$ cat src/rtl/smm_decode_defs.vh
`ifndef SMM_DECODE_DEFS_VH
`define SMM_DECODE_DEFS_VH

// ---------------------------------------------------------------
// register map (word-aligned byte offsets on the byte address port)
// ---------------------------------------------------------------
`define REG_SMM_RAM_CONTROL 8'h00
`define REG_EXT_CONTROL     8'h04
`define REG_SHADOW_MAP      8'h08
`define REG_MEMORY_TOP      8'h0C
`define REG_IRQ_STATUS      8'h10
`define REG_IRQ_MASK        8'h14

// ---------------------------------------------------------------
// smm_ram_control fields
// ---------------------------------------------------------------
`define CTL_BASE_SEG_LSB    0
`define CTL_GLOBAL_EN_BIT   3
`define CTL_CLOSE_BIT       5
`define CTL_OPEN_BIT        6
`define CTL_RESET           8'h02
`define COMPAT_SEG_CODE     3'h2

// ---------------------------------------------------------------
// extended control fields
// ---------------------------------------------------------------
`define EXT_HIGH_EN_BIT     0
`define EXT_TOP_EN_BIT      1
`define EXT_TOP_SZ_LSB      2
`define EXT_ERR_BIT         7
`define EXT_RESET           8'h00

// ---------------------------------------------------------------
// address ranges
// ---------------------------------------------------------------
`define SEG_A_BASE          32'h000A0000
`define SEG_B_END           32'h000BFFFF
`define LOW_MEG_END         32'h000FFFFF
`define HIGH_ALIAS_BASE     32'h100A0000
`define HIGH_ALIAS_END      32'h100FFFFF
`define ALIAS_OFFSET        32'h10000000
`define TOP_BLOCK_MIN       32'h00020000
`define CACHE_L2_LIMIT      32'h02000000
`define MEMORY_TOP_RESET    32'h00800000

`endif

$ cat src/rtl/smm_ram_access_decoder.v
`timescale 1ns/1ns
`include "smm_decode_defs.vh"

module smm_ram_access_decoder #(
  parameter AW = 32
) (
  // clock and reset
  input  wire          clk_i,
  input  wire          resetn_i,
  // register port
  input  wire [7:0]    reg_addr_i,
  input  wire [31:0]   reg_wdata_i,
  input  wire          reg_wr_i,
  input  wire          reg_rd_i,
  output reg  [31:0]   reg_rdata_o,
  // host cycle
  input  wire          host_valid_i,
  input  wire [AW-1:0] host_addr_i,
  input  wire          host_writeback_i,
  input  wire          smm_active_n_i,
  output reg           host_to_dram_o,
  output reg           host_to_pci_o,
  output reg  [AW-1:0] dram_addr_o,
  output reg           cache_l1_o,
  output reg           cache_l2_o,
  // pci master cycle
  input  wire          pci_valid_i,
  input  wire [AW-1:0] pci_addr_i,
  output reg           pci_claim_o,
  // interrupt
  output reg           irq_o
);

  // ---------------------------------------------------------------
  // registers
  // ---------------------------------------------------------------
  reg  [7:0]    smm_ram_control_ff;  // base seg, global en, close, open
  reg  [7:0]    ext_control_ff;      // high en, top en, size, error
  reg  [7:0]    shadow_attribute_map_ff; // [2:0] C/D/E shadowed, [3] F suspend/resume
  reg  [AW-1:0] memory_top_ff;       // installed dram size
  reg  [1:0]    irq_status_ff;       // [0] illegal access, [1] pci refused
  reg  [1:0]    irq_mask_ff;         // 1 enables that status bit

  // ---------------------------------------------------------------
  // decoded control fields
  // ---------------------------------------------------------------
  wire          global_smm_ram_enable = smm_ram_control_ff[`CTL_GLOBAL_EN_BIT];
  wire          smm_space_open_bit    = smm_ram_control_ff[`CTL_OPEN_BIT];
  wire          smm_space_close       = smm_ram_control_ff[`CTL_CLOSE_BIT];
  wire [2:0]    compat_base_segment   = smm_ram_control_ff[`CTL_BASE_SEG_LSB+2:`CTL_BASE_SEG_LSB];
  wire          high_mem_smm_enable   = ext_control_ff[`EXT_HIGH_EN_BIT];
  wire          top_block_enable      = ext_control_ff[`EXT_TOP_EN_BIT];
  wire [1:0]    top_block_size        = ext_control_ff[`EXT_TOP_SZ_LSB+1:`EXT_TOP_SZ_LSB];

  // size of the top block in bytes
  function [AW-1:0] block_bytes;
    input [1:0] sz;
    begin
      block_bytes = `TOP_BLOCK_MIN << sz;
    end
  endfunction

  // 64 KB segment index for the low megabyte, A=0 .. F=5
  function [2:0] seg_index;
    input [AW-1:0] a;
    begin
      seg_index = a[18:16] - 3'h2;
    end
  endfunction

  // is this low-megabyte segment usable as extended smm ram
  function seg_usable;
    input [2:0] idx;
    input       en;
    input [7:0] shadow_attribute_map;
    begin
      case (idx)
        3'h0, 3'h1: seg_usable = en;
        3'h2, 3'h3, 3'h4: seg_usable = en & ~shadow_attribute_map[idx - 3'h2];
        3'h5: seg_usable = en & shadow_attribute_map[3];
        default: seg_usable = 1'b0;
      endcase
    end
  endfunction

  // ---------------------------------------------------------------
  // mode and window decode
  // ---------------------------------------------------------------
  wire          compat_mode  = (compat_base_segment == `COMPAT_SEG_CODE) &
                               global_smm_ram_enable;
  wire          high_en      = high_mem_smm_enable & global_smm_ram_enable;
  wire          top_en       = top_block_enable & global_smm_ram_enable;
  wire [AW-1:0] top_size     = block_bytes(top_block_size);
  wire [AW-1:0] top_base     = memory_top_ff - top_size;
  wire          host_active  = ~smm_active_n_i;
  wire          host_ok      = host_active | smm_space_open_bit | host_writeback_i;

  // host address classification
  wire          h_compat_ab  = compat_mode & (host_addr_i >= `SEG_A_BASE) &
                               (host_addr_i <= `SEG_B_END);
  wire          h_in_alias   = (host_addr_i >= `HIGH_ALIAS_BASE) & (host_addr_i <= `HIGH_ALIAS_END);
  wire          h_high_hit   = high_en & h_in_alias &
                               seg_usable(seg_index(host_addr_i), 1'b1, shadow_attribute_map_ff);
  wire [AW-1:0] h_low        = host_addr_i - `ALIAS_OFFSET;
  wire          h_top_hit    = top_en & (host_addr_i >= `ALIAS_OFFSET) &
                               (h_low >= top_base) & (h_low < memory_top_ff);
  wire          h_top_plain  = top_en & (host_addr_i >= top_base) & (host_addr_i < memory_top_ff);
  wire          h_ext_hit    = h_high_hit | h_top_hit;

  // compat mode: a write-back always picks dram; otherwise in smm, dram unless close is set and open is clear
  wire          compat_dram  = host_active ? (smm_space_open_bit | ~smm_space_close |
                               host_writeback_i) : host_writeback_i;

  // pci master classification
  wire          p_compat_ab  = compat_mode & (pci_addr_i >= `SEG_A_BASE) & (pci_addr_i <= `SEG_B_END);
  wire          p_low        = (pci_addr_i >= `SEG_A_BASE) & (pci_addr_i <= `LOW_MEG_END) &
                               high_en & seg_usable(seg_index(pci_addr_i), 1'b1, shadow_attribute_map_ff);
  wire          p_alias      = (pci_addr_i >= `HIGH_ALIAS_BASE) & (pci_addr_i <= `HIGH_ALIAS_END);
  wire          p_top        = top_en & (((pci_addr_i >= top_base) & (pci_addr_i < memory_top_ff)) |
                               ((pci_addr_i >= `ALIAS_OFFSET) & (pci_addr_i - `ALIAS_OFFSET >= top_base) &
                               (pci_addr_i - `ALIAS_OFFSET < memory_top_ff)));
  wire          p_smm        = p_compat_ab | p_low | p_alias | p_top;

  // ---------------------------------------------------------------
  // next-state values for the host path
  // ---------------------------------------------------------------
  reg           nxt_dram;
  reg           nxt_pci;
  reg  [AW-1:0] nxt_addr;
  reg           nxt_l1;
  reg           nxt_l2;
  reg           illegal;

  // host routing decision
  always @* begin
    nxt_dram = 1'b0;
    nxt_pci  = 1'b0;
    nxt_addr = host_addr_i;
    nxt_l1   = 1'b1;
    nxt_l2   = 1'b1;
    illegal  = 1'b0;
    if (host_valid_i) begin
      if (h_compat_ab) begin
        // compatible space is never cacheable
        nxt_dram = compat_dram;
        nxt_pci  = ~compat_dram;
        nxt_l1   = 1'b0;
        nxt_l2   = 1'b0;
      end else if (h_ext_hit) begin
        nxt_addr = h_low;
        nxt_dram = host_ok;
        nxt_pci  = ~host_ok;
        illegal  = ~host_ok;
        nxt_l2   = (memory_top_ff < `CACHE_L2_LIMIT);
      end else if (h_in_alias) begin
        // unconfigured alias parts fall through to pci
        nxt_pci  = 1'b1;
      end else if (h_top_plain) begin
        // carved block is gone from normal memory
        nxt_pci  = 1'b1;
      end else if (host_addr_i < memory_top_ff) begin
        nxt_dram = 1'b1;
      end else begin
        nxt_pci  = 1'b1;
      end
    end
  end

  // ---------------------------------------------------------------
  // register and output flops
  // ---------------------------------------------------------------
  wire          rd_status    = reg_rd_i & (reg_addr_i == `REG_IRQ_STATUS);
  wire          pci_refused  = pci_valid_i & p_smm;
  wire [1:0]    events       = {pci_refused, illegal};

  // sequential state; set wins over any clear in the same cycle
  always @(posedge clk_i) begin
    if (!resetn_i) begin
      smm_ram_control_ff      <= `CTL_RESET;
      ext_control_ff          <= `EXT_RESET;
      shadow_attribute_map_ff <= 8'h00;
      memory_top_ff           <= `MEMORY_TOP_RESET;
      irq_status_ff           <= 2'h0;
      irq_mask_ff             <= 2'h0;
      reg_rdata_o             <= 32'h0;
      host_to_dram_o          <= 1'b0;
      host_to_pci_o           <= 1'b0;
      dram_addr_o             <= {AW{1'b0}};
      cache_l1_o              <= 1'b0;
      cache_l2_o              <= 1'b0;
      pci_claim_o             <= 1'b0;
      irq_o                   <= 1'b0;
    end else begin
      // register writes
      if (reg_wr_i) begin
        case (reg_addr_i)
          `REG_SMM_RAM_CONTROL: smm_ram_control_ff <= reg_wdata_i[7:0];
          `REG_SHADOW_MAP:      shadow_attribute_map_ff <= reg_wdata_i[7:0];
          `REG_MEMORY_TOP:      memory_top_ff <= reg_wdata_i[AW-1:0];
          `REG_IRQ_MASK:        irq_mask_ff <= reg_wdata_i[1:0];
          default: ;
        endcase
      end
      // extended control: error bit is write-one-to-clear, sticky
      if (reg_wr_i && reg_addr_i == `REG_EXT_CONTROL)
        ext_control_ff <= {(ext_control_ff[`EXT_ERR_BIT] & ~reg_wdata_i[`EXT_ERR_BIT]) | illegal,
                           reg_wdata_i[6:0]};
      else if (illegal)
        ext_control_ff[`EXT_ERR_BIT] <= 1'b1;
      // interrupt status cleared by read, new events win
      irq_status_ff <= (rd_status ? 2'h0 : irq_status_ff) | events;
      irq_o         <= |(((rd_status ? 2'h0 : irq_status_ff) | events) & irq_mask_ff);
      // read data, one cycle after the strobe only
      if (reg_rd_i) begin
        case (reg_addr_i)
          `REG_SMM_RAM_CONTROL: reg_rdata_o <= {24'h0, smm_ram_control_ff};
          `REG_EXT_CONTROL:     reg_rdata_o <= {24'h0, ext_control_ff};
          `REG_SHADOW_MAP:      reg_rdata_o <= {24'h0, shadow_attribute_map_ff};
          `REG_MEMORY_TOP:      reg_rdata_o <= memory_top_ff;
          `REG_IRQ_STATUS:      reg_rdata_o <= {30'h0, irq_status_ff};
          `REG_IRQ_MASK:        reg_rdata_o <= {30'h0, irq_mask_ff};
          default:              reg_rdata_o <= 32'h0;
        endcase
      end else begin
        reg_rdata_o <= 32'h0;
      end
      // host path, registered one cycle
      host_to_dram_o <= nxt_dram;
      host_to_pci_o  <= nxt_pci;
      dram_addr_o    <= nxt_addr;
      cache_l1_o     <= nxt_l1 & nxt_dram;
      cache_l2_o     <= nxt_l2 & nxt_dram;
      // pci master: claim plain dram only, never smm ram
      pci_claim_o    <= pci_valid_i & ~p_smm & (pci_addr_i < memory_top_ff);
    end
  end

endmodule

$ cat config.mk
export PLATFORM = sky130hd
export DESIGN_NAME = smm_ram_access_decoder
export DESIGN_NICKNAME = d
export VERILOG_FILES = /design/src/rtl/smm_ram_access_decoder.v
export VERILOG_INCLUDE_DIRS = /design/src /design/src/rtl
export SDC_FILE = /design/constraint.sdc
export NUM_CORES = 1
export LEC_CHECK = 0
export BUFFER_PORTS_ARGS = -buffer_cell sky130_fd_sc_hd__buf_2
export CAP_MARGIN = 20
export CORE_ASPECT_RATIO = 0.7
export CORE_UTILIZATION = 45
export DETAILED_ROUTE_END_ITERATION = 16
export GPL_TIMING_DRIVEN = 0
export HOLD_SLACK_MARGIN = 0.02
export PLACE_DENSITY = 0.72
export SLEW_MARGIN = 5
export SYNTH_ARGS = -nofsm -noshare
export SYNTH_HDL_FRONTEND = slang
export SYNTH_SLANG_ARGS = --single-unit
$ cat constraint.sdc
create_clock -name clk_i -period 5.5 [get_ports clk_i]
set_input_delay 1.1 -clock clk_i [delete_from_list [all_inputs] [get_ports clk_i]]
set_output_delay 1.1 -clock clk_i [all_outputs]
set_load 0.02 [all_outputs]
======== Yosys cells after proc, flatten, opt, wreduce, memory -nomap -nowiden ========
Cells that the tools add are included.
word-level totals
  input bits .............................. 112
  flip-flop bits (word level) ............. 130
operators by class
  magnitude comparators ................... 22
  bitwise logic cells ..................... 50
  equal/unequal tests ..................... 16
  mux-type cells .......................... 33
  reductions and logical operators ........ 16
  shifts and indexed selects .............. 1
  add/sub/neg operators ................... 7
operators with widths
  kind                                                                 number
  case mux 32 bit (6 select lines)                                     1
  greater-or-equal comparator 32 x 29 -> 1 bit, second input constant  4
  greater-or-equal comparator 32 bit                                   4
  less-than comparator 32 bit                                          4
  <= comparator 32 x 20 -> 1 bit, second input constant                3
  two-way mux 32 bit                                                   3
  greater-or-equal comparator 32 x 20 -> 1 bit, second input constant  2
  <= comparator 32 x 29 -> 1 bit, second input constant                2
  subtractor 32 x 29 -> 32 bit, second input constant                  2
  less-than comparator 32 x 26 -> 1 bit, second input constant         1
  left shift 18 x 2 -> 32 bit, first input constant                    1
  subtractor 32 bit                                                    1
  bitwise AND 1 bit                                                    30
  two-way mux 1 bit                                                    24
  == test 8 x 4 -> 1 bit, second input constant                        2
  == test 8 x 5 -> 1 bit, second input constant                        2
  == test 3 x 2 -> 1 bit, second input constant                        5
  == test 3 bit, second input constant                                 4
  AND reduction 2 bit                                                  6
  subtractor 3 x 2 -> 3 bit, second input constant                     4
  bitwise OR 1 bit                                                     10
  == test 8 x 3 -> 1 bit, second input constant                        1
  zero test 8 bit                                                      1
  less-than comparator 3 x 4 -> 1 bit, second input constant           2
  12 further kinds                                                     26

======== Depth between registers and ports, before layout ========
Gate-level depths: netlist (run 1).
  word-level depth ........................ 14
  mapped depth ............................ 19

======== Least setup slack after synthesis (run 1) ========
Ideal clock, no wire load.
  path type ............................... reg2reg
  start point ............................. register ext_control_ff[2]
  end point ............................... register irq_o
  path buffers ............................ 0
  arrival time ............................ 4189 ps
  cell stages (with the launch flop) ...... 20
  required time ........................... 5386 ps
  slack ................................... 1197 ps
  clock period less this slack ............ 4303 ps
  cells stage by stage .................... dfxtp_1 -> or2_2 -> ha_1 -> o21a_1 -> o21a_1 -> o21ai_0 -> nand2b_1 -> nor4_1 -> nand3_1 -> xnor2_1 -> ha_1 -> a21oi_1 -> nor2b_1 -> o21ai_0 -> or2b_2 -> a31o_2 -> or3_4 -> nand4_4 -> o32ai_1 -> a21o_1
on the way
  cells in the longest elaborated chain, start to end .. 12
  elaborated cells between the ends (all ways) .. 21
  classes of those cells .................. add/sub: 1; order compare: 3; shift: 1; mux: 3; bitwise: 12; reduce/logical: 1
RTL lines
  what                                                           line                                                        text
  from (decl)                                                    smm_ram_access_decoder.v:38                                 reg [7:0] ext_control_ff;
  from (signal assigned)                                         smm_ram_access_decoder.v:180                                ext_control_ff <= `EXT_RESET;
  from (signal assigned)                                         smm_ram_access_decoder.v:206                                ext_control_ff <= {(ext_control_ff[`EXT_ERR_BIT] & ~reg_wdata_i[`EXT_ERR_BIT]) | illegal,
  left shift 18 x 2 -> 32 bit (no line) (*)                      --
  subtractor 32 bit (*)                                          smm_ram_access_decoder.v:94                                 wire [AW-1:0] top_base = memory_top_ff - top_size;
  greater-or-equal comparator 32 bit, on equally long branches   smm_ram_access_decoder.v:106, smm_ram_access_decoder.v:120
  bitwise AND 1 bit, on equally long branches (2 in a row)       smm_ram_access_decoder.v:105, smm_ram_access_decoder.v:120
  bitwise OR 1 bit, on equally long branches                     smm_ram_access_decoder.v:108, smm_ram_access_decoder.v:119
  two-way mux 1 bit / bitwise AND 1 bit (equally long branches)  smm_ram_access_decoder.v:149, smm_ram_access_decoder.v:119
  two-way mux 1 bit / bitwise OR 1 bit (equally long branches)   smm_ram_access_decoder.v:143, smm_ram_access_decoder.v:122
  two-way mux 1 bit / bitwise AND 1 bit (equally long branches)  smm_ram_access_decoder.v:142, smm_ram_access_decoder.v:173
  bitwise OR 2 bit (*)                                           smm_ram_access_decoder.v:212                                irq_o <= |(((rd_status ? 2'h0 : irq_status_ff) | events) & irq_mask_ff);
  bitwise AND 2 bit (*)                                          smm_ram_access_decoder.v:212
  OR reduction 2 bit (*)                                         smm_ram_access_decoder.v:212
  to (signal assigned)                                           smm_ram_access_decoder.v:212
  to (decl)                                                      smm_ram_access_decoder.v:31                                 output reg irq_o
Mark *: on every way between the ends. The rest lies on a longest branch, timed or not.
A chain may end at the register's enable or synchronous reset.

======== Worst setup path in the final report (run 1) ========
Same ends and word-level chain as after synthesis.

==> impl_metrics.env, run 1 <==
export IMPL_numCtsBuffers=17
export IMPL_hold_viol=0
export IMPL_cts_buffer_depth=2
export IMPL_start_util=0.468
export IMPL_start_kind="flop"
export IMPL_layout_setup_ws_ns=0.441
export IMPL_yosysSeqAreaShare=0.289
export IMPL_placementRows=42
export IMPL_fin_util=0.563
export IMPL_die_area_um2=20600
export IMPL_required_ns=5.82
export IMPL_antenna_found_initial=1
export IMPL_syn_avg_cell_area_um2=8.47
export IMPL_drc=0
export IMPL_stdcell_count=1537
export IMPL_viasPerCell=5.78
export IMPL_critPathArrivalTime_ns=5.38
export IMPL_synth_edff_count=0
export IMPL_place_gp_congestion=0.968
export IMPL_maxCapViolCount=0
export IMPL_ys_flop_type="dfxtp_1"
export IMPL_area_delta_synth_final_pct=20.3
export IMPL_setup_viol=0
export IMPL_use_met2=0.420
export IMPL_post_route_cells_drive_above_1_share=0.190
export IMPL_synth_cell_types=73
export IMPL_max_clock_freq_mhz=198
export IMPL_cts_tree="built"
export IMPL_use_met1=0.413
export IMPL_grt_use_total=0.287
export IMPL_crit_fanout=9
export IMPL_drt_iter0_drc=832
export IMPL_cts_hold_buffers=0
export IMPL_status="finished clean"
export IMPL_power_leakage_nw=4.71
export IMPL_cp_end_kind="flop"
export IMPL_synth_area_um2=9000
export IMPL_syn_num_nets=1329
export IMPL_min_period_over_period=0.920
export IMPL_grt_pass1_vias=8204
export IMPL_worst_pin_slew_ns=0.847
export IMPL_p_per_area_nw_per_um2=228
export IMPL_routed_wl_um=29100
export IMPL_ys_ff_latch=130
export IMPL_grt_setup_unrepaired="false"
export IMPL_synth_top_cell_area_share=0.289
export IMPL_dp_cells=1506
export IMPL_clkTransAtPathRegs_ns=0.06
export IMPL_critPathTopFamily="simple AND/OR/NAND/NOR gates"
export IMPL_cp_slowest_stage_delay_ns=0.47
export IMPL_grt_max_degree=17
export IMPL_coreArea_um2=19200
export IMPL_clock_skew_ns=0.00960
export IMPL_ant_nets=0
export IMPL_synth_warnings=0
export IMPL_cp_num_buf_inv=0
export IMPL_grt_pass1_wl_um=44500
export IMPL_peakVddDrop_mv=0.170
export IMPL_clkSinkCount=130
export IMPL_n_antenna_cell=0
export IMPL_synth_largest_area_cell="dfxtp_1"
export IMPL_drt_pre_antenna_iters=6
export IMPL_htree_levels=4
export IMPL_grt_ovfl_total=0
export IMPL_die_y_um=120
export IMPL_relSlewSlack=0.433
export IMPL_drt_wirelength_per_cell_um=18.9
export IMPL_slew_viol_final=0
export IMPL_worstSkewPairLatency_ns=0.44
export IMPL_portBuffers=179
export IMPL_synthTopCellsByArea="dfxtp_1, ha_1, mux2i_1"
export IMPL_fill_cells=1853
export IMPL_netlist_instances=1063
export IMPL_grt_busiest_layer="met2"
export IMPL_period_needed_ns=5.06
export IMPL_slowest_stage="nor4_2"
export IMPL_path_cells="or2_2 -> ha_1 -> o21a_1 -> o21a_1 -> o21ai_0 -> nand2b_1 -> nor4_2 -> nand3_1 -> xnor2_1 -> ha_1 -> a21oi_1 -> nor2b_1 -> o21ai_0 -> or2b_2 -> a31o_2 -> or3_4 -> nand4_4 -> o32ai_1 -> a21o_1"
export IMPL_dpl_worst_slack_ns=0.327
export IMPL_path_class="flop to flop"
export IMPL_setup_tns_ns=0
export IMPL_vias=8883
export IMPL_die_w_um=171
export IMPL_nNetsFinal=1527
export IMPL_final_common_cell="buf_2"
export IMPL_met3_usage=0.0668
export IMPL_dp_hpwl_um=23200
export IMPL_io_pins=182
export IMPL_layout_common_cells="buf_2, ha_1, dfxtp_1"
export IMPL_synth_async_sr_flop_share=0
export IMPL_cts_root_buf="clkbuf_16"
export IMPL_hold_class="flop to flop"
## registers in the layout (all words and copies together), names as in the netlist
name and cells:
reg_rdata_o 32, pci_claim_o 1, shadow_attribute_map_ff 8, cache_l1_o 1
cache_l2_o 1, irq_mask_ff 2, host_to_dram_o 1, dram_addr_o 32
irq_o 1, ext_control_ff 8, memory_top_ff 32, smm_ram_control_ff 8
irq_status_ff 2, host_to_pci_o 1
## cell usage after synthesis (4+ instances only)
cell type / count
ha_1: 154
dfxtp_1: 130
nand2_1: 110
a21oi_1: 79
nor2_1: 77
inv_1: 70
mux2i_1: 42
nor3_1: 42
o21ai_0: 33
and2_1: 32
nand4_1: 30
clkbuf_1: 27
a21o_1: 22
nand3_1: 22
nor4_1: 17
a211oi_1: 16
xnor2_1: 12
nand2b_1: 11
or3_1: 9
o21a_1: 8
o22ai_1: 7
and3_1: 6
nor2b_1: 6
o22a_1: 6
or2_2: 6
o211ai_1: 5
a31oi_1: 4
o21bai_1: 4
xor2_1: 4
## power breakdown
part | switching, mW | internal [mW] | leakage (nW)
Sequential | 0.00410 | 0.956 | 1.06
Clock | 0.452 | 0.703 | 0.285
Combinational | 0.212 | 0.137 | 3.37
## metal layers
metal,up-vias,share of wire
li1,4243,-
met1,4178,0.47
met2,423,0.41
met3,39,0.097
met4,0,0.017
met5,-,0
## tightest hold or removal path, stage by stage, from the launching register on
cell and delay [ns]:
dfxtp_1 0.31, nand2_1 0.05, a21oi_1 0.06
## timing repair
action | 4_1_cts | 5_1_grt
buffers inserted | 0 | 0
resized for setup | 0 | 1
setup endpoints to repair | 0 | 9
## final timing paths
kind | start | endpoint | slack, ns | cells after the start
setup / recovery | ext_control_ff[2] | irq_o | 0.44 | 19
setup reg to reg | ext_control_ff[2] | irq_o | 0.44 | 19
hold / removal | memory_top_ff[29] | memory_top_ff[29] | 0.46 | 2
hold reg to reg | memory_top_ff[29] | memory_top_ff[29] | 0.46 | 2
## cell families after synthesis
kind of cell               count (synthesis)  share of synthesized area
adders and majority gates                156                      0.216
and+or+nand+nor                          399                      0.227
xor gates and xnor gates                  16                     0.0156
DFF                                      130                      0.289
buffers and inverters                    100                     0.0428
AOI/OAI and AO/OA                        219                      0.160
muxes                                     43                     0.0492
## stage by stage
| stage | power [mW] | hold WS, ns | cell area (µm²) |
|---|---|---|---|
| 2_1_floorplan | 1.17 | 0.434 | 9000 |
| 3_3_place_gp | 1.31 | 0.443 | 10200 |
| 3_5_place_dp | 1.32 | 0.450 | 10200 |
| 4_1_cts | 2.47 | 0.458 | 10800 |
| 5_1_grt | 2.56 | 0.466 | 10800 |
| 6_report | 2.46 | 0.460 | 10800 |
## final cells by class
type | count | area, µm² | share of cell area
Buffer | 30 | 123 | 0.0113
Clock buffer | 20 | 467 | 0.0431
Clock inverter | 11 | 128 | 0.0118
Inverter | 70 | 263 | 0.0243
Multi-Input combinational cell | 833 | 6020 | 0.556
Sequential cell | 130 | 2600 | 0.240
Tap cell | 264 | 330 | 0.0305
Timing Repair Buffer | 179 | 896 | 0.0827
Power figures use the tool's default switching activity.
==> run 2, diff against run 1 <==
--- a/config.mk
+++ b/config.mk
@@ -8,12 +8,13 @@
 export LEC_CHECK = 0
 export BUFFER_PORTS_ARGS = -buffer_cell sky130_fd_sc_hd__buf_2
 export CAP_MARGIN = 20
-export CORE_ASPECT_RATIO = 0.7
+export CORE_ASPECT_RATIO = 2
 export CORE_UTILIZATION = 45
 export DETAILED_ROUTE_END_ITERATION = 16
 export GPL_TIMING_DRIVEN = 0
 export HOLD_SLACK_MARGIN = 0.02
 export PLACE_DENSITY = 0.72
+export RECOVER_POWER = 25
 export SLEW_MARGIN = 5
 export SYNTH_ARGS = -nofsm -noshare
 export SYNTH_HDL_FRONTEND = slang
==> constraint.sdc (replaced) <==
create_clock -name clk_i -period 5.3 [get_ports clk_i]
set_input_delay 1.06 -clock clk_i [delete_from_list [all_inputs] [get_ports clk_i]]
set_output_delay 1.06 -clock clk_i [all_outputs]
set_load 0.02 [all_outputs]
==> run 2 against run 1 <==
Against the previous run: critical path depth unchanged; sequential share of layout area about the same; sequential cell count unchanged; critical path type unchanged; highest routed layer is now met5.
==> impl_metrics.env, run 2 (same netlist as run 1, synthesis figures left out) <==
export IMPL_status="finished clean"
export IMPL_crit_fanout=9
export IMPL_grt_busiest_layer="met2"
export IMPL_layout_setup_ws_ns=0.235
export IMPL_path_cells="or2_2 -> ha_1 -> o21a_1 -> o21a_1 -> o21ai_0 -> nand2b_1 -> nor4_2 -> nand3_1 -> xnor2_2 -> ha_1 -> a21oi_1 -> nor2b_1 -> o21ai_0 -> or2b_2 -> a31o_2 -> or3_4 -> nand4_4 -> nor2_1 -> a211oi_1"
export IMPL_post_route_cells_drive_above_1_share=0.162
export IMPL_die_w_um=102
export IMPL_power_switching_mw=0.692
export IMPL_dp_cells=1501
export IMPL_stdcell_area_um2=10800
export IMPL_stdcell_count=1534
export IMPL_slew_viol_final=0
export IMPL_use_met2=0.555
export IMPL_drt_iter0_drc=406
export IMPL_use_met1=0.278
export IMPL_hold_class="flop to flop"
export IMPL_cts_buffer_depth=2
export IMPL_fill_cells=1900
export IMPL_die_area_um2=20600
export IMPL_postPlaceCellArea_um2=10200
export IMPL_worstSkewPairLatency_ns=0.44
export IMPL_drt_wirelength_per_cell_um=19.9
export IMPL_critPathTopFamily="simple AND/OR/NAND/NOR gates"
export IMPL_sw_frac_of_total=0.261
export IMPL_p_int_mw=1.96
export IMPL_cts_setup_buffers=0
export IMPL_grt_ovfl_total=0
export IMPL_cts_root_buf="clkbuf_16"
export IMPL_area_delta_synth_final_pct=20.4
export IMPL_worst_pin_slew_ns=1.06
export IMPL_r2r_slack_ns=0.24
export IMPL_io_pins=182
export IMPL_grt_use_total=0.305
export IMPL_layout_common_cells="ha_1, buf_2, dfxtp_1"
export IMPL_max_clock_freq_mhz=197
export IMPL_maxCapViolCount=0
export IMPL_top_regs="dram_addr_o x32, memory_top_ff x32, reg_rdata_o x32"
export IMPL_relSlewSlack=0.273
export IMPL_antenna_found_initial=2
export IMPL_ant_nets=0
export IMPL_min_period_over_period=0.956
export IMPL_drc=0
export IMPL_pwr_share_clk=0.488
export IMPL_start_util=0.463
export IMPL_slowest_stage="nor4_2"
export IMPL_cp_num_buf_inv=0
export IMPL_start_kind="flop"
export IMPL_grt_pass1_wl_um=46300
export IMPL_final_common_cell="ha_1"
export IMPL_nNetsFinal=1527
export IMPL_htree_levels=4
export IMPL_cp_end_kind="flop"
export IMPL_routed_wl_um=30600
export IMPL_power_leakage_nw=4.58
export IMPL_placementRows=72
export IMPL_met3_usage=0.0512
export IMPL_hold_viol=0
export IMPL_cp_slowest_stage_delay_ns=0.44
export IMPL_clkTransAtPathRegs_ns=0.06
export IMPL_cts_tree="built"
export IMPL_viasPerCell=5.76
export IMPL_path_class="flop to flop"
export IMPL_place_gp_congestion=0.959
export IMPL_numCtsBuffers=17
export IMPL_critPathArrivalTime_ns=5.39
export IMPL_grt_max_degree=17
export IMPL_p_comb_frac=0.136
export IMPL_dp_hpwl_um=25600
export IMPL_required_ns=5.62
export IMPL_p_per_area_nw_per_um2=244
export IMPL_clkSinkCount=130
export IMPL_portBuffers=179
export IMPL_drt_pre_antenna_iters=5
export IMPL_setup_viol=0
export IMPL_dpl_worst_slack_ns=-0.0198
export IMPL_ff_latch_area_um2=2600
export IMPL_die_y_um=202
export IMPL_grt_setup_unrepaired="false"
export IMPL_coreArea_um2=19500
export IMPL_power_frac_seq=0.376
export IMPL_multi_input_area_um2=6030
export IMPL_grt_pass1_vias=8778
export IMPL_clock_skew_ns=0.0139
export IMPL_vias=8829
export IMPL_peakVddDrop_mv=0.178
export IMPL_period_needed_ns=5.06
-- run 2: changes by cell type in the layout (fill, tap and decap cells not counted), moves of 2 or more --
cell,before,now
and2_1,32,29
buf_2,179,141
clkbuf_1,27,65
inv_6,3,1
and2_0,0,3
bufinv_16,2,4
-- run 2: power groups by stage --
stage | logic (mW) | registers, mW | clock network (mW)
final | 0.360 | 0.996 | 1.29
after floorplan | 0.179 | 1.04 | 0
after detailed placement | 0.357 | 1.02 | 0
after global placement | 0.350 | 1.02 | 0
after global routing | 0.398 | 0.998 | 1.35
after CTS | 0.360 | 0.996 | 1.30
-- run 2: repair_timing --
item / in CTS / in global routing
endpoints found under the hold margin: 0 / 0
hold buffers: 0 / 0
endpoints found under the setup margin: 1 / 8
pin swaps: 0 / 0
resized for setup: 1 / 2
-- run 2: worst paths after layout --
path              cells past startpoint         startpoint                 to
setup / recovery                     19  ext_control_ff[2]    dram_addr_o[29]
hold / removal                        2  memory_top_ff[28]  memory_top_ff[28]
setup reg to reg                     19  ext_control_ff[2]    dram_addr_o[29]
hold reg to reg                       2  memory_top_ff[28]  memory_top_ff[28]
-- run 2: metal layers --
layer	vias to the layer above	wire, µm
met5	-	13
met4	2	2870
met3	146	1350
met2	345	16300
met1	4098	10000
li1	4238	-
-- run 2: area by class of cell --
cell class / count / area share
multi-input combinational: 833 / 0.556
sequential: 130 / 0.240
timing repair buffer: 179 / 0.0783
clock buffer: 20 / 0.0431
tap: 259 / 0.0299
inverter: 70 / 0.0242
clock inverter: 12 / 0.0165
buffer: 30 / 0.0113
antenna: 1 / 0.000231
-- run 2: per-stage QoR --
stage | total power, mW | utilization | TNS, ns | hold WS (ns)
2_1_floorplan | 1.22 | - | 0 | 0.434
3_3_place_gp | 1.37 | 0.525 | 0 | 0.447
3_5_place_dp | 1.37 | 0.525 | -0.0198 | 0.454
4_1_cts | 2.66 | 0.559 | 0 | 0.461
5_1_grt | 2.74 | 0.557 | 0 | 0.490
6_report | 2.65 | 0.557 | 0 | 0.457
-- run 2: worst min-delay path, stage by stage (launching register included) --
cell and delay, ns:
dfxtp_1 0.31, nand2_1 0.05, a21oi_1 0.05
==> run 3, diff against run 2 <==
--- a/config.mk
+++ b/config.mk
@@ -9,11 +9,12 @@
 export BUFFER_PORTS_ARGS = -buffer_cell sky130_fd_sc_hd__buf_2
 export CAP_MARGIN = 20
 export CORE_ASPECT_RATIO = 2
+export CORE_MARGIN = 4
 export CORE_UTILIZATION = 45
 export DETAILED_ROUTE_END_ITERATION = 16
 export GPL_TIMING_DRIVEN = 0
 export HOLD_SLACK_MARGIN = 0.02
-export PLACE_DENSITY = 0.72
+export PLACE_DENSITY = 0.67
 export RECOVER_POWER = 25
 export SLEW_MARGIN = 5
 export SYNTH_ARGS = -nofsm -noshare
==> run 3 against run 2 <==
Against the previous run: count of clock-buffer cells in the layout rose by 2; via count fell by 0.62%; clock power barely moved; wire length rose by 4.3%; sequential power barely moved; non-clock buffer count rose by 2; first-iteration DRC count fell by 4.2%; final area barely moved; setup slack improved by 0.18 ns; maximum frequency rose by 3.7%; total power rose by 0.34%; critical endpoint is now irq_o.
==> impl_metrics.env, run 3 (same netlist as run 1, synthesis figures left out) <==
export IMPL_min_period_over_period=0.921
export IMPL_peakVddDrop_mv=0.208
export IMPL_coreArea_um2=19800
export IMPL_clkTransAtPathRegs_ns=0.06
export IMPL_place_gp_congestion=0.973
export IMPL_drc=0
export IMPL_nNetsFinal=1529
export IMPL_vias=8774
export IMPL_multi_input_area_um2=6040
export IMPL_worstSkewPairLatency_ns=0.45
export IMPL_dp_cells=1506
export IMPL_maxCapViolCount=0
export IMPL_path_class="flop to flop"
export IMPL_start_util=0.454
export IMPL_worst_pin_slew_ns=0.919
export IMPL_drt_wirelength_per_cell_um=20.7
export IMPL_area_delta_synth_final_pct=20.5
export IMPL_grt_pass1_vias=8935
export IMPL_cts_setup_buffers=0
export IMPL_grt_pass1_wl_um=47400
export IMPL_htree_levels=4
export IMPL_io_pins=182
export IMPL_grt_use_total=0.284
export IMPL_numCtsBuffers=17
export IMPL_cts_buffer_depth=2
export IMPL_antenna_found_initial=0
export IMPL_layout_common_cells="ha_1, buf_2, dfxtp_1"
export IMPL_cp_end_kind="flop"
export IMPL_routed_wl_um=31900
export IMPL_total_power_mw=2.66
export IMPL_clkSinkCount=130
export IMPL_stdcell_count=1539
export IMPL_die_y_um=208
export IMPL_critPathArrivalTime_ns=5.21
export IMPL_final_common_cell="ha_1"
export IMPL_cts_root_buf="clkbuf_16"
export IMPL_crit_fanout=9
export IMPL_relSlewSlack=0.387
export IMPL_top_regs="dram_addr_o x32, memory_top_ff x32, reg_rdata_o x32"
export IMPL_p_per_area_nw_per_um2=245
export IMPL_min_from="memory_top_ff[31]"
export IMPL_ant_nets=0
export IMPL_drt_iter0_drc=389
export IMPL_fill_cells=1896
export IMPL_hold_class="flop to flop"
export IMPL_max_clock_freq_mhz=205
export IMPL_power_leakage_nw=4.59
export IMPL_cts_tree="built"
export IMPL_slew_viol_final=0
export IMPL_status="finished clean"
export IMPL_portBuffers=179
export IMPL_drt_pre_antenna_iters=5
export IMPL_required_ns=5.63
export IMPL_die_area_um2=22500
export IMPL_grt_ovfl_total=0
export IMPL_grt_setup_unrepaired="false"
export IMPL_die_w_um=108
export IMPL_setup_tns_ns=0
export IMPL_reg2reg_from="ext_control_ff[3]"
export IMPL_start_kind="flop"
export IMPL_placementRows=73
export IMPL_whs_ns=0.458
export IMPL_period_needed_ns=4.88
export IMPL_grt_max_degree=17
export IMPL_viasPerCell=5.70
export IMPL_post_route_cells_drive_above_1_share=0.160
export IMPL_ff_latch_area_um2=2600
export IMPL_critPathLaunch="ext_control_ff[3]"
export IMPL_clock_skew_ns=0.00984
export IMPL_setup_viol=0
export IMPL_hold_viol=0
export IMPL_dp_hpwl_um=26800
-- run 3: cell type report --
type | count | area share
well taps | 262 | 0.0302
diodes | 1 | 0.000231
clock buffers | 22 | 0.0428
multi-input cells | 833 | 0.557
inverters | 70 | 0.0242
repair buffers | 181 | 0.0791
plain buffers | 30 | 0.0104
clock inverters | 10 | 0.0166
flip-flops and latches | 130 | 0.240
-- run 3: report_power, final --
group | leakage [nW] | switching [mW] | internal [mW]
Clock | 0.310 | 0.441 | 0.855
Combinational | 3.22 | 0.226 | 0.139
Sequential | 1.06 | 0.00405 | 0.993
-- run 3: path summary, 6_finish.rpt --
kind	slack (ns)	cells past startpoint	endpoint
setup / recovery	0.42	19	irq_o
setup reg to reg	0.42	19	irq_o
hold / removal	0.46	2	memory_top_ff[31]
hold reg to reg	0.46	2	memory_top_ff[31]
-- run 3: metrics by stage --
| stage | setup WS [ns] | area, µm² | util |
|---|---|---|---|
| 2_1_floorplan | 0.997 | 9000 | - |
| 3_3_place_gp | 0.0622 | 10200 | 0.516 |
| 3_5_place_dp | 0.0776 | 10200 | 0.516 |
| 4_1_cts | 0.0653 | 10900 | 0.549 |
| 5_1_grt | 0.0116 | 10800 | 0.547 |
| 6_report | 0.416 | 10800 | 0.547 |
-- run 3: metal layers --
layer  global-route usage  share of wire
met5                    0              0
met4                0.229          0.086
met3               0.0562          0.051
met2                0.525           0.54
met1                0.256           0.33
-- run 3: repair_timing --
item	in CTS	in global routing
endpoints found under the setup margin	0	11
resized for setup	0	3
hold buffers	0	0
-- run 3: worst max-delay path: stages, from the launching register on --
cell and delay, ns:
dfxtp_1 0.39, or2_2 0.31, ha_1 0.32, o21a_1 0.22, o21a_1 0.18, o21ai_0 0.16
nand2b_1 0.17, nor4_2 0.38, nand3_1 0.25, xnor2_4 0.30, ha_1 0.29, a21oi_1 0.16
nor2b_1 0.06, o21ai_0 0.12, or2b_2 0.33, a31o_2 0.22, or3_4 0.35, nand4_4 0.22
o32ai_1 0.14, a21o_1 0.19
